## src/rtl/logger_rtc_pkg.sv

```systemverilog
// Package holding register map, field layout and timing constants of the logger clock page.
package logger_rtc_pkg;

    // ------------------------------------------------------------------
    // Register offsets
    // ------------------------------------------------------------------
    localparam logic [9:0] OFS_SECONDS    = 10'h200;
    localparam logic [9:0] OFS_MINUTES    = 10'h201;
    localparam logic [9:0] OFS_HOURS      = 10'h202;
    localparam logic [9:0] OFS_WEEKDAY    = 10'h203;
    localparam logic [9:0] OFS_DATE       = 10'h204;
    localparam logic [9:0] OFS_MONTHS     = 10'h205;
    localparam logic [9:0] OFS_YEARS      = 10'h206;
    localparam logic [9:0] OFS_ALM_SEC    = 10'h207;
    localparam logic [9:0] OFS_ALM_MIN    = 10'h208;
    localparam logic [9:0] OFS_ALM_HOUR   = 10'h209;
    localparam logic [9:0] OFS_ALM_WDAY   = 10'h20A;
    localparam logic [9:0] OFS_TEMP_LOW   = 10'h20B;
    localparam logic [9:0] OFS_TEMP_HIGH  = 10'h20C;
    localparam logic [9:0] OFS_SAMPLE     = 10'h20D;
    localparam logic [9:0] OFS_CONTROL    = 10'h20E;

    // ------------------------------------------------------------------
    // Read masks of fixed-zero bits
    // ------------------------------------------------------------------
    localparam logic [7:0] MASK_SECONDS   = 8'h7F;
    localparam logic [7:0] MASK_MINUTES   = 8'h7F;
    localparam logic [7:0] MASK_HOURS     = 8'h7F;
    localparam logic [7:0] MASK_WEEKDAY   = 8'h07;
    localparam logic [7:0] MASK_DATE      = 8'h3F;
    localparam logic [7:0] MASK_MONTHS    = 8'h9F;
    localparam logic [7:0] MASK_ALM_WDAY  = 8'h87;
    localparam logic [7:0] MASK_CONTROL   = 8'hDF;

    // ------------------------------------------------------------------
    // Field positions
    // ------------------------------------------------------------------
    localparam int HOUR_MODE_BIT  = 6;
    localparam int HOUR_PM_BIT    = 5;
    localparam int CENTURY_BIT    = 7;
    localparam int ALARM_MASK_BIT = 7;
    localparam int CTL_OSC_DIS    = 7;
    localparam int CTL_WIPE_ARM   = 6;
    localparam int CTL_MISSION_N  = 4;
    localparam int CTL_WRAP       = 3;
    localparam int CTL_LOW_SRCH   = 2;
    localparam int CTL_HIGH_SRCH  = 1;
    localparam int CTL_TIMER_SRCH = 0;

    // ------------------------------------------------------------------
    // BCD limits and reset values
    // ------------------------------------------------------------------
    localparam logic [7:0] BCD_59       = 8'h59;
    localparam logic [7:0] BCD_23       = 8'h23;
    localparam logic [7:0] BCD_12       = 8'h12;
    localparam logic [7:0] BCD_01       = 8'h01;
    localparam logic [7:0] BCD_99       = 8'h99;
    localparam logic [7:0] BCD_00       = 8'h00;
    localparam logic [7:0] WEEKDAY_LAST = 8'h07;
    localparam logic [7:0] FEB          = 8'h02;
    localparam logic [7:0] RST_CONTROL  = 8'h10;
    localparam logic [7:0] TEMP_UNDER   = 8'h00;
    localparam logic [7:0] TEMP_OVER    = 8'hFF;

    // ------------------------------------------------------------------
    // Timing
    // ------------------------------------------------------------------
    localparam int CLOCK_HZ     = 25_000_000;
    localparam int SECOND_MS    = 1000;
    localparam int SECOND_TICKS = CLOCK_HZ / 1000 * SECOND_MS;

    // ------------------------------------------------------------------
    // Carriers
    // ------------------------------------------------------------------
    typedef struct packed {
        logic [7:0] seconds;
        logic [7:0] minutes;
        logic [7:0] hours;
        logic [7:0] weekday;
        logic [7:0] date;
        logic [7:0] months;
        logic [7:0] years;
    } clock_regs_t;

    typedef struct packed {
        logic [7:0] seconds;
        logic [7:0] minutes;
        logic [7:0] hours;
        logic [7:0] weekday;
    } alarm_regs_t;

    typedef struct packed {
        logic       valid;
        logic       under;
        logic       over;
        logic [7:0] code;
    } temp_sample_t;

endpackage : logger_rtc_pkg

```

## src/rtl/logger_rtc_alarm_config.sv

```systemverilog
// Clock, calendar, time alarm and configuration register page of the temperature logger.
`timescale 1ns/1ns

// What this block does
// - Hours bit 6 chooses 12-hour counting when set, 24-hour when clear.
// - Hours bit 5 is PM flag in 12-hour mode, tens-of-twenty digit otherwise.
// - Weekday counts 1 through 7 and wraps; values carry no meaning.
// - February gets a 29th when the year is 00 or divisible by four.
// - Months bit 7 toggles whenever years roll from 99 to 00.
// - Time, calendar and alarm fields are stored as BCD digits.
// - Fixed-zero bits of the clock page always read as zero.
// - Bit 7 of each alarm register masks its field out of the compare.
// - All four masks set gives an alarm every second.
// - Clearing masks from seconds upward adds fields to the match.
// - All masks clear gives a weekly match on all four fields.
// - Each alarm sets the timer alarm flag.
// - With timer search enabled, a set alarm flag answers conditional search.
// - Temperatures are one unsigned byte in eighth degrees; 01h to FEh valid.
// - Under-range conversions store 00h, over-range store FFh.
// - Codes 04h to FBh are the specified range, bins 1 to 62.
// - Degrees are code/8 plus 14.5 or minus 5.5 depending on variant.
// - Low and high thresholds are full 8-bit registers in reading code.
// - Sample interval is minutes between conversions, 1 to 255.
// - Nonzero interval write starts a mission if cleared and enabled.
// - Control register is read-write; writing it during a mission ends it.
// - Control holds oscillator, wipe, mission, wrap and three search bits.
// - Control bit 5 always reads zero and ignores writes.
// - Oscillator disable set stops the clock; clear lets it run.
module logger_rtc_alarm_config
    import logger_rtc_pkg::*;
#(
    parameter int TICKS_PER_SECOND = SECOND_TICKS
) (
    // Clock and reset
    input  wire logic         sys_clk,
    input  wire logic         rst_n,
    // Register page access from the link controller
    input  wire logic         regWrite,
    input  wire logic         regRead,
    input  wire logic [9:0]   regAddr,
    input  wire logic [7:0]   regWdata,
    output      logic [7:0]   regRdata,
    output      logic         regRvalid,
    // Status inputs from the mission logic
    input  wire logic         clear_done_flag,
    input  wire logic         missionActive,
    input  wire logic         timerFlagClear,
    input  wire temp_sample_t tempIn,
    // Status and control outputs
    output      logic         timer_alarm_flag,
    output      logic         searchTimerMatch,
    output      logic         missionStart,
    output      logic         missionEnd,
    output      logic         oscillatorRunning,
    output      logic [7:0]   tempCode,
    output      logic         tempInRange,
    output      logic         wipe_arm,
    output      logic         wrap_logging_enable,
    output      logic         low_temp_search_enable,
    output      logic         high_temp_search_enable,
    output      logic [7:0]   lowThreshold,
    output      logic [7:0]   highThreshold,
    output      logic [7:0]   sampleInterval
);

    // ------------------------------------------------------------------
    // State
    // ------------------------------------------------------------------
    typedef struct packed {
        clock_regs_t clk;
        alarm_regs_t alm;
        logic [7:0]  tempLow;
        logic [7:0]  tempHigh;
        logic [7:0]  sample;
        logic [7:0]  control;
        logic [31:0] prescale;
        logic        alarmFlag;
        logic        startPulse;
        logic        endPulse;
        logic [7:0]  rdata;
        logic        rvalid;
        logic [7:0]  tempCode;
    } state_t;

    state_t state_reg;
    state_t state_next;

    // ------------------------------------------------------------------
    // BCD helpers
    // ------------------------------------------------------------------
    function automatic logic [7:0] bcdInc(input logic [7:0] v);
        if (v[3:0] == 4'h9) begin
            bcdInc = {v[7:4] + 4'h1, 4'h0};
        end else begin
            bcdInc = {v[7:4], v[3:0] + 4'h1};
        end
    endfunction : bcdInc

    function automatic logic [7:0] monthDays(input logic [7:0] mon, input logic [7:0] yr);
        logic leap;
        leap = ((yr[4] ? yr[3:0] + 4'h2 : yr[3:0]) % 4'h4) == 4'h0;
        case (mon)
            8'h04, 8'h06, 8'h09, 8'h11: monthDays = 8'h30;
            FEB:                        monthDays = leap ? 8'h29 : 8'h28;
            default:                    monthDays = 8'h31;
        endcase
    endfunction : monthDays

    // One step of the hours field in either format.
    function automatic logic [7:0] hourInc(input logic [7:0] h, output logic dayCarry);
        dayCarry = 1'b0;
        if (h[HOUR_MODE_BIT]) begin
            if (h[4:0] == 5'h11) begin
                hourInc = {h[7:6], ~h[HOUR_PM_BIT], 5'h12};
                dayCarry = h[HOUR_PM_BIT];
            end else if (h[4:0] == 5'h12) begin
                hourInc = {h[7:5], 5'h01};
            end else begin
                hourInc = {h[7:5], 5'(bcdInc({3'b000, h[4:0]}))};
            end
        end else if (h[5:0] == BCD_23[5:0]) begin
            hourInc = {h[7:6], 6'h00};
            dayCarry = 1'b1;
        end else begin
            hourInc = {h[7:6], 6'(bcdInc({2'b00, h[5:0]}))};
        end
    endfunction : hourInc

    // ------------------------------------------------------------------
    // Next-state logic
    // ------------------------------------------------------------------
    logic       secondTick;
    logic       carry;
    logic       alarmHit;
    logic [7:0] rd;

    always_comb begin
        state_next = state_reg;
        state_next.startPulse = 1'b0;
        state_next.endPulse = 1'b0;
        state_next.rvalid = 1'b0;
        carry = 1'b0;
        secondTick = 1'b0;
        alarmHit = 1'b0;
        rd = 8'h00;

        // Second prescaler stops while the oscillator is disabled.
        if (state_reg.control[CTL_OSC_DIS]) begin
            state_next.prescale = 32'h0000_0000;
        end else if (state_reg.prescale == 32'(TICKS_PER_SECOND - 1)) begin
            state_next.prescale = 32'h0000_0000;
            secondTick = 1'b1;
        end else begin
            state_next.prescale = state_reg.prescale + 32'h0000_0001;
        end

        // Time and calendar advance with BCD rollover.
        if (secondTick) begin
            if (state_reg.clk.seconds[6:0] == BCD_59[6:0]) begin
                state_next.clk.seconds = BCD_00;
                if (state_reg.clk.minutes[6:0] == BCD_59[6:0]) begin
                    state_next.clk.minutes = BCD_00;
                    state_next.clk.hours = hourInc(state_reg.clk.hours, carry);
                end else begin
                    state_next.clk.minutes = bcdInc(state_reg.clk.minutes & MASK_MINUTES);
                end
            end else begin
                state_next.clk.seconds = bcdInc(state_reg.clk.seconds & MASK_SECONDS);
            end
            if (carry) begin
                state_next.clk.weekday = (state_reg.clk.weekday[2:0] >= WEEKDAY_LAST[2:0])
                                         ? BCD_01 : bcdInc(state_reg.clk.weekday);
                if (state_reg.clk.date >= monthDays(state_reg.clk.months & 8'h1F, state_reg.clk.years)) begin
                    state_next.clk.date = BCD_01;
                    if ((state_reg.clk.months & 8'h1F) >= BCD_12) begin
                        state_next.clk.months = {state_reg.clk.months[CENTURY_BIT], 7'h01};
                        if (state_reg.clk.years == BCD_99) begin
                            state_next.clk.years = BCD_00;
                            state_next.clk.months[CENTURY_BIT] = ~state_reg.clk.months[CENTURY_BIT];
                        end else begin
                            state_next.clk.years = bcdInc(state_reg.clk.years);
                        end
                    end else begin
                        state_next.clk.months = {state_reg.clk.months[CENTURY_BIT], 2'b00,
                                                 5'(bcdInc(state_reg.clk.months & 8'h1F))};
                    end
                end else begin
                    state_next.clk.date = bcdInc(state_reg.clk.date);
                end
            end

            // Masked time-of-day compare; all masks set hits every second.
            alarmHit = (state_reg.alm.seconds[ALARM_MASK_BIT]
                        || state_next.clk.seconds == (state_reg.alm.seconds & MASK_SECONDS))
                    && (state_reg.alm.minutes[ALARM_MASK_BIT]
                        || state_next.clk.minutes == (state_reg.alm.minutes & MASK_MINUTES))
                    && (state_reg.alm.hours[ALARM_MASK_BIT]
                        || state_next.clk.hours == (state_reg.alm.hours & MASK_HOURS))
                    && (state_reg.alm.weekday[ALARM_MASK_BIT]
                        || state_next.clk.weekday == (state_reg.alm.weekday & MASK_WEEKDAY));
        end

        // Register writes; the fixed-zero bits are never stored.
        if (regWrite) begin
            case (regAddr)
                OFS_SECONDS: state_next.clk.seconds = regWdata & MASK_SECONDS;
                OFS_MINUTES: state_next.clk.minutes = regWdata & MASK_MINUTES;
                OFS_HOURS:   state_next.clk.hours   = regWdata & MASK_HOURS;
                OFS_WEEKDAY: state_next.clk.weekday = regWdata & MASK_WEEKDAY;
                OFS_DATE:    state_next.clk.date    = regWdata & MASK_DATE;
                OFS_MONTHS:  state_next.clk.months  = regWdata & MASK_MONTHS;
                OFS_YEARS:   state_next.clk.years   = regWdata;
                OFS_ALM_SEC: state_next.alm.seconds = regWdata;
                OFS_ALM_MIN: state_next.alm.minutes = regWdata;
                OFS_ALM_HOUR: state_next.alm.hours  = regWdata;
                OFS_ALM_WDAY: state_next.alm.weekday = regWdata & MASK_ALM_WDAY;
                OFS_TEMP_LOW:  state_next.tempLow  = regWdata;
                OFS_TEMP_HIGH: state_next.tempHigh = regWdata;
                OFS_SAMPLE: begin
                    state_next.sample = regWdata;
                    if (regWdata != BCD_00 && clear_done_flag
                        && !state_reg.control[CTL_MISSION_N] && !missionActive) begin
                        state_next.startPulse = 1'b1;
                    end
                end
                OFS_CONTROL: begin
                    state_next.control = regWdata & MASK_CONTROL;
                    state_next.endPulse = missionActive;
                end
                default: ;
            endcase
        end

        // Alarm flag: a new alarm wins over a clear in the same cycle.
        if (alarmHit) begin
            state_next.alarmFlag = 1'b1;
        end else if (timerFlagClear) begin
            state_next.alarmFlag = 1'b0;
        end

        // Conversion result clamped to the out-of-range codes.
        if (tempIn.valid) begin
            state_next.tempCode = tempIn.under ? TEMP_UNDER : (tempIn.over ? TEMP_OVER : tempIn.code);
        end

        // Register read path.
        case (regAddr)
            OFS_SECONDS:   rd = state_reg.clk.seconds & MASK_SECONDS;
            OFS_MINUTES:   rd = state_reg.clk.minutes & MASK_MINUTES;
            OFS_HOURS:     rd = state_reg.clk.hours & MASK_HOURS;
            OFS_WEEKDAY:   rd = state_reg.clk.weekday & MASK_WEEKDAY;
            OFS_DATE:      rd = state_reg.clk.date & MASK_DATE;
            OFS_MONTHS:    rd = state_reg.clk.months & MASK_MONTHS;
            OFS_YEARS:     rd = state_reg.clk.years;
            OFS_ALM_SEC:   rd = state_reg.alm.seconds;
            OFS_ALM_MIN:   rd = state_reg.alm.minutes;
            OFS_ALM_HOUR:  rd = state_reg.alm.hours;
            OFS_ALM_WDAY:  rd = state_reg.alm.weekday & MASK_ALM_WDAY;
            OFS_TEMP_LOW:  rd = state_reg.tempLow;
            OFS_TEMP_HIGH: rd = state_reg.tempHigh;
            OFS_SAMPLE:    rd = state_reg.sample;
            OFS_CONTROL:   rd = state_reg.control & MASK_CONTROL;
            default:       rd = 8'h00;
        endcase
        if (regRead) begin
            state_next.rdata = rd;
            state_next.rvalid = 1'b1;
        end

        if (!rst_n) begin
            state_next = '0;
            state_next.clk.weekday = BCD_01;
            state_next.clk.date = BCD_01;
            state_next.clk.months = BCD_01;
            state_next.control = RST_CONTROL;
        end
    end

    always_ff @(posedge sys_clk) begin
        state_reg <= state_next;
    end

    // ------------------------------------------------------------------
    // Outputs
    // ------------------------------------------------------------------
    assign regRdata                = state_reg.rdata;
    assign regRvalid               = state_reg.rvalid;
    assign timer_alarm_flag        = state_reg.alarmFlag;
    assign searchTimerMatch        = state_reg.alarmFlag & state_reg.control[CTL_TIMER_SRCH];
    assign missionStart            = state_reg.startPulse;
    assign missionEnd              = state_reg.endPulse;
    assign oscillatorRunning       = ~state_reg.control[CTL_OSC_DIS];
    assign tempCode                = state_reg.tempCode;
    assign tempInRange             = state_reg.tempCode >= 8'h04 && state_reg.tempCode <= 8'hFB;
    assign wipe_arm                = state_reg.control[CTL_WIPE_ARM];
    assign wrap_logging_enable     = state_reg.control[CTL_WRAP];
    assign low_temp_search_enable  = state_reg.control[CTL_LOW_SRCH];
    assign high_temp_search_enable = state_reg.control[CTL_HIGH_SRCH];
    assign lowThreshold            = state_reg.tempLow;
    assign highThreshold           = state_reg.tempHigh;
    assign sampleInterval          = state_reg.sample;

endmodule : logger_rtc_alarm_config

```

## config.mk

```make
export PLATFORM = sky130hd
export DESIGN_NAME = logger_rtc_alarm_config
export DESIGN_NICKNAME = d
export VERILOG_FILES = /design/src/rtl/logger_rtc_pkg.sv /design/src/rtl/logger_rtc_alarm_config.sv
export SDC_FILE = /design/constraint.sdc
export NUM_CORES = 1
export LEC_CHECK = 0
export BUFFER_PORTS_ARGS = -buffer_cell sky130_fd_sc_hd__buf_4
export CELL_PAD_IN_SITES_DETAIL_PLACEMENT = 1
export CELL_PAD_IN_SITES_GLOBAL_PLACEMENT = 1
export CORE_MARGIN = 3
export CORE_UTILIZATION = 35
export CTS_CLUSTER_SIZE = 30
export DETAILED_ROUTE_END_ITERATION = 6
export PLACE_DENSITY = 0.71
export SYNTH_ARGS = -nofsm -noshare
export SYNTH_HDL_FRONTEND = slang
export SYNTH_SLANG_ARGS = --single-unit
```

## constraint.sdc

```tcl
create_clock -name sys_clk -period 9.85 [get_ports sys_clk]
set_clock_uncertainty 0.05 [all_clocks]
set_input_delay 0.4925 -clock sys_clk [delete_from_list [all_inputs] [get_ports sys_clk]]
set_output_delay 0.4925 -clock sys_clk [all_outputs]
set_load 0.01 [all_outputs]
```

---- Word level (Yosys, flattened, before mapping) ----
Index checks and enable logic that the tools add are counted.
operators by class
  $add $sub $neg .......................... 17
  $lt $le $gt $ge ......................... 5
  eq/ne operators ......................... 38
  muxes and demuxes ....................... 65
  bitwise operators ....................... 5
  reduce and logical (&&, ||, !) cells .... 28
operators by type and width
  operator                                               count
  two-way mux 8 bit                                      32
  equality test 10 bit, second input constant            15
  two-way mux 120 bit                                    1
  case mux 8 bit (15 select lines)                       1
  two-way mux 32 bit                                     2
  two-way mux 56 bit                                     1
  two-way mux 16 bit                                     3
  adder 4 x 1 -> 4 bit, second input constant            10
  adder 32 x 1 -> 32 bit, second input constant          1
  equality test 32 x 25 -> 1 bit, second input constant  1
  equality test 4 bit, second input constant             7
  equality test 8 x 7 -> 1 bit                           3
  two-way mux 6 bit                                      3
  AND reduction 2 bit                                    8
  equality test 5 bit, second input constant             3
  two-way mux 1 bit                                      15
  two-way mux 5 bit                                      3
  equality test 7 bit, second input constant             2
  two-way mux 7 bit                                      2
  equality test 5 x 3 -> 1 bit, second input constant    2
  case mux 5 bit (2 select lines)                        1
  adder 3 x 1 -> 4 bit, second input constant            2
  equality test 8 x 3 -> 1 bit                           1
  equality test 8 bit, second input constant             1
  23 further kinds                                       38
word-level totals
  register bits after elaboration ......... 167
  input bits .............................. 36
  output and inout port bits .............. 51
  word-level logic and storage cells ...... 180

---- Longest topological paths before layout ----
  word-level depth ........................ 17
  mapped depth ............................ 13
  depth with buffers taken out ............ 12

---- Least setup slack after synthesis ----
Ideal clock, no wire load.
  path type ............................... register -> register
  start point ............................. register state_reg[128] (netlist name)
  end point ............................... register state_reg[127] (netlist name)
  setup time .............................. 0.081 ns
  arrival ................................. 3.331 ns
  required time ........................... 9.719 ns
  setup slack ............................. 6.388 ns
  stages on the path, launching flop included .. 14
  path buffers ............................ 2
  period minus slack after synthesis ...... 3.462 ns
  path through ............................ dfxtp_1 > clkbuf_1 > xnor2_1 > nor3_1 > a22oi_1 > ha_1 > or4b_2 > a21o_1 > a21o_1 > a211oi_1 > or2_2 > clkbuf_1 > nand3_1 > a41oi_1
between the ends
  longest elaborated chain between the ends .. 12
  elaborated cells between the ends (all ways) .. 18
  those cells by class .................... 2 x order compare; 5 x eq/ne; 10 x mux; 1 x reduce/logical
RTL lines
  item                                                  line                            source
  start: declaration                                    logger_rtc_alarm_config.sv:85   state_t state_reg;
  start signal: assignment                              logger_rtc_alarm_config.sv:280  state_reg <= state_next;
  equality test 5 x 3 -> 1 bit (tied with other cells)  logger_rtc_alarm_config.sv:102  case (mon)
  OR reduction 4 bit                                    logger_rtc_alarm_config.sv:102
  case mux 5 bit (2 select lines)                       logger_rtc_alarm_config.sv:102
  two-way mux 8 bit                                     logger_rtc_alarm_config.sv:170  if (carry) begin
  two-way mux 8 bit                                     logger_rtc_alarm_config.sv:158  if (secondTick) begin
  greater-or-equal comparator 8 bit                     logger_rtc_alarm_config.sv:173  if (state_reg.clk.date >= monthDays(state_reg.clk.months & 8'h1F, state_reg.clk.years)) begin
  two-way mux 16 bit (*)                                logger_rtc_alarm_config.sv:173
  two-way mux 32 bit (*)                                logger_rtc_alarm_config.sv:170
  two-way mux 32 bit (*)                                logger_rtc_alarm_config.sv:158
  two-way mux 56 bit (*)                                logger_rtc_alarm_config.sv:158
  two-way mux 8 bit                                     logger_rtc_alarm_config.sv:205  case (regAddr)
  two-way mux 120 bit (*)                               logger_rtc_alarm_config.sv:204  if (regWrite) begin
Mark *: on every way between the ends. The rest lies on a longest branch, timed or not. The select of a mux whose other input is x is not followed.
A chain may end at the register's enable or synchronous reset.

---- Worst setup path after layout ----
  start point ............................. register state_reg[117] (netlist name)
  end point ............................... register state_reg[124] (netlist name)
between the ends
  longest elaborated chain between the ends .. 14
RTL lines
  item                                   line                            source
  adder 2 bit                            logger_rtc_alarm_config.sv:101  leap = ((yr[4] ? yr[3:0] + 4'h2 : yr[3:0]) % 4'h4) == 4'h0;
  two-way mux 2 bit (*)                  logger_rtc_alarm_config.sv:101
  zero test 4 bit (*)                    logger_rtc_alarm_config.sv:101
  two-way mux 1 bit (*)                  logger_rtc_alarm_config.sv:104  FEB: monthDays = leap ? 8'h29 : 8'h28;
  case mux 5 bit (2 select lines) (*)    logger_rtc_alarm_config.sv:102
  two-way mux 8 bit (*)                  logger_rtc_alarm_config.sv:170
  two-way mux 8 bit (*)                  logger_rtc_alarm_config.sv:158
  greater-or-equal comparator 8 bit (*)  logger_rtc_alarm_config.sv:173
  two-way mux 16 bit (*)                 logger_rtc_alarm_config.sv:173
  two-way mux 32 bit (*)                 logger_rtc_alarm_config.sv:170
  two-way mux 32 bit (*)                 logger_rtc_alarm_config.sv:158
  two-way mux 56 bit (*)                 logger_rtc_alarm_config.sv:158
  two-way mux 8 bit                      logger_rtc_alarm_config.sv:205
  two-way mux 120 bit (*)                logger_rtc_alarm_config.sv:204
Marked as above.

==> impl_metrics.ini <==
[hold_path]
holdPathStages = 2
hold_path.class = input pin to flip-flop
hp-start = missionActive
hold_end = missionEnd

[drt]
wl_per_cell_um = 21.4
via_count = 9759
routed-wl-met3_um = 2060
wl_met1_um = 15500
totalWireLength_um = 35000
maxUsedRoutingLayer = met4
met2_length_um = 16200
drc = 0
antenna_left = 0
drtPass1Iterations = 7
vias_per_cell = 5.97
drt-initial-drc-count = 753

[global_routing]
grt_start_max_net_pins = 84
groute.usage.overall = 0.233
grt_pass1_wl_um = 56100
grt-ovfl-total = 0
first_global_vias = 9581
antenna_found_initial = 1

[clock_tree]
clkSinkCount = 163
cts_hold_buf = 0
path_clk_slew_ns = 0.07
cts_tree = yes
h-tree-depth = 4
clkLatencyLatePin_ns = 0.44
post_cts_resize_count = 0
cts_made_buffers = 17
cts_setup_buffers = 0
cts_buffer_depth = 2
root_buffer = clkbuf_16

[floorplanning]
rows = 60
dieWidth_um = 173
ios = 87
die_h_um = 173
design.core.area_um2 = 27100
start_util = 0.359
die-area_um2 = 29800

[timing]
fin_setup_tns_ns = 0
rsz0062_at_grt = false
fmax_mhz = 253
fin_crit_sh = 0.401
hold_viol_final = 0
min_period_ns = 3.95
relSlewSlack = 0.222
maxSlewViolCount = 0
whs_ns = 0.290
setup_viol = 0
tightest_slew_ns = 1.16

[worst_setup_path]
startpoint_type = flip-flop
critical_path_arrival_ns = 4.23
crit_type = flip-flop to flip-flop
r2r-start = state_reg[117]
r2r-end = state_reg[124]
critPathCaptureType = flip-flop
crit_fanout = 7
required_ns = 10.13
worst-r2r-cell-count = 12
reg2reg_slack_ns = 5.90

[power_and_ir_drop]
clockPowerShare = 0.471
pwr-share-seq = 0.477
p_comb_frac = 0.052
p_sw_uw = 372
p_int_mw = 1.02
p_per_area_nw_per_um2 = 128
swShare = 0.267
p_leak_nw = 3.67
peakVddDrop_uv = 103

[synth]
synth_seq_area_share = 0.336
ys_ff_latch = 163
synthCells = 1259
synth_edf_count = 0
synth_area_leader_cell = dfxtp_1
synth.distinct_cells = 76
synth_ff_type = dfxtp_1
syn_nets = 1320
synth_top_area_frac = 0.336
synth_area_per_cell_um2 = 7.72
ys_warn_count = 0
async_reset_ff_frac = 0
syn_area_um2 = 9720
synth_area_leaders = dfxtp_1 34%, a21oi_1 5.1%, nand2_1 5.1%, nand3_1 4.7%, nor2_1 4.7%

[finish]
largest_reg_flops = 115
syn_to_final_growth_pct = 12.2
final_cell_mix = 163 x dfxtp_1, 131 x nand2_1, 122 x nor2_1
fin_nets = 1313
seqCellArea_um2 = 3260
multi_input_comb_area_um2 = 5750
layout_commonest_cell = dfxtp_1
fillCellCount = 3330
drive_above_1_share = 0.121
num_antenna_cells = 0
layout.cells.non_filler = 1636

[placed_design]
dpl.cell_count = 1605
dp_hpwl_um = 24700
gp_congestion = 0.907
port_buffers = 86

[status]
run_status = finished, final reports clean

[run]
drv_cap = 0
==> worst max-delay path by stage <==
stage              startpoint             end  slack (ns)  cells past startpoint
5_1_grt        state_reg[117]  state_reg[124]        5.65                     12
3_5_place_dp   state_reg[117]  state_reg[124]        5.91                     12
6_report       state_reg[117]  state_reg[124]        5.90                     12
3_3_place_gp   state_reg[117]  state_reg[124]        6.04                     12
4_1_cts        state_reg[117]  state_reg[124]        5.88                     12
2_1_floorplan  state_reg[128]  state_reg[127]        6.39                     13
==> routing by layer <==
metal,track usage,up-vias
met5,0,-
met4,0.0912,0
met3,0.0314,73
met2,0.376,294
met1,0.317,4852
li1,-,4540
==> critical path: stages (launching register included) <==
cell,delay (ns)
dfxtp_1,0.48
xor2_1,0.11
o21ai_0,0.17
nand2b_1,0.08
a22oi_1,0.18
ha_1,0.25
or4b_2,0.66
a21o_1,0.19
a21o_1,0.17
a211oi_1,0.66
nor2_1,0.29
and3_1,0.25
o311ai_0,0.30
==> synth_stat cells (28+ instances only) <==
cell type	n
dfxtp_1	163
nand2_1	131
nor2_1	122
a21oi_1	100
nand3_1	92
clkbuf_1	81
o21ai_0	47
buf_4	40
inv_1	31
xnor2_1	31
nor3_1	30
a31oi_1	28
==> cell type report <==
type	instances	area share
clock buffer	18	0.0403
clock inverter	13	0.0108
inverter	34	0.0118
sequential	163	0.299
multi-input combinational	937	0.527
timing repair buffer	99	0.0681
tap	372	0.0427
==> metrics by stage <==
step | setup WS [ns] | utilization | area, um^2 | power [mW]
2_1_floorplan | 6.39 | - | 9720 | 0.719
3_3_place_gp | 6.04 | 0.382 | 10400 | 0.752
4_1_cts | 5.88 | 0.402 | 10900 | 1.41
3_5_place_dp | 5.91 | 0.382 | 10400 | 0.753
6_report | 5.90 | 0.402 | 10900 | 1.39
5_1_grt | 5.65 | 0.402 | 10900 | 1.44
==> power by group through the flow <==
stage / combinational (mW) / clock, mW / sequential [mW]
after detailed placement: 0.0717 / 0 / 0.681
after CTS: 0.0718 / 0.670 / 0.666
after global routing: 0.0786 / 0.699 / 0.667
after floorplan: 0.0392 / 0 / 0.680
final: 0.0722 / 0.657 / 0.666
after global placement: 0.0703 / 0 / 0.681
==> cell families (layout without fill, tap and decap cells) <==
kind of cell	count (synthesis)	count (layout)	synth area share
muxes	28	28	0.0291
buffers and inverters	159	164	0.0772
xor gates and xnor gates	49	49	0.0441
adders and majority gates	25	25	0.0322
and+or+nand+nor	531	531	0.278
AOI/OAI and AO/OA	304	304	0.204
DFF	163	163	0.336
Note: power is estimated with default switching activity, not from simulation.
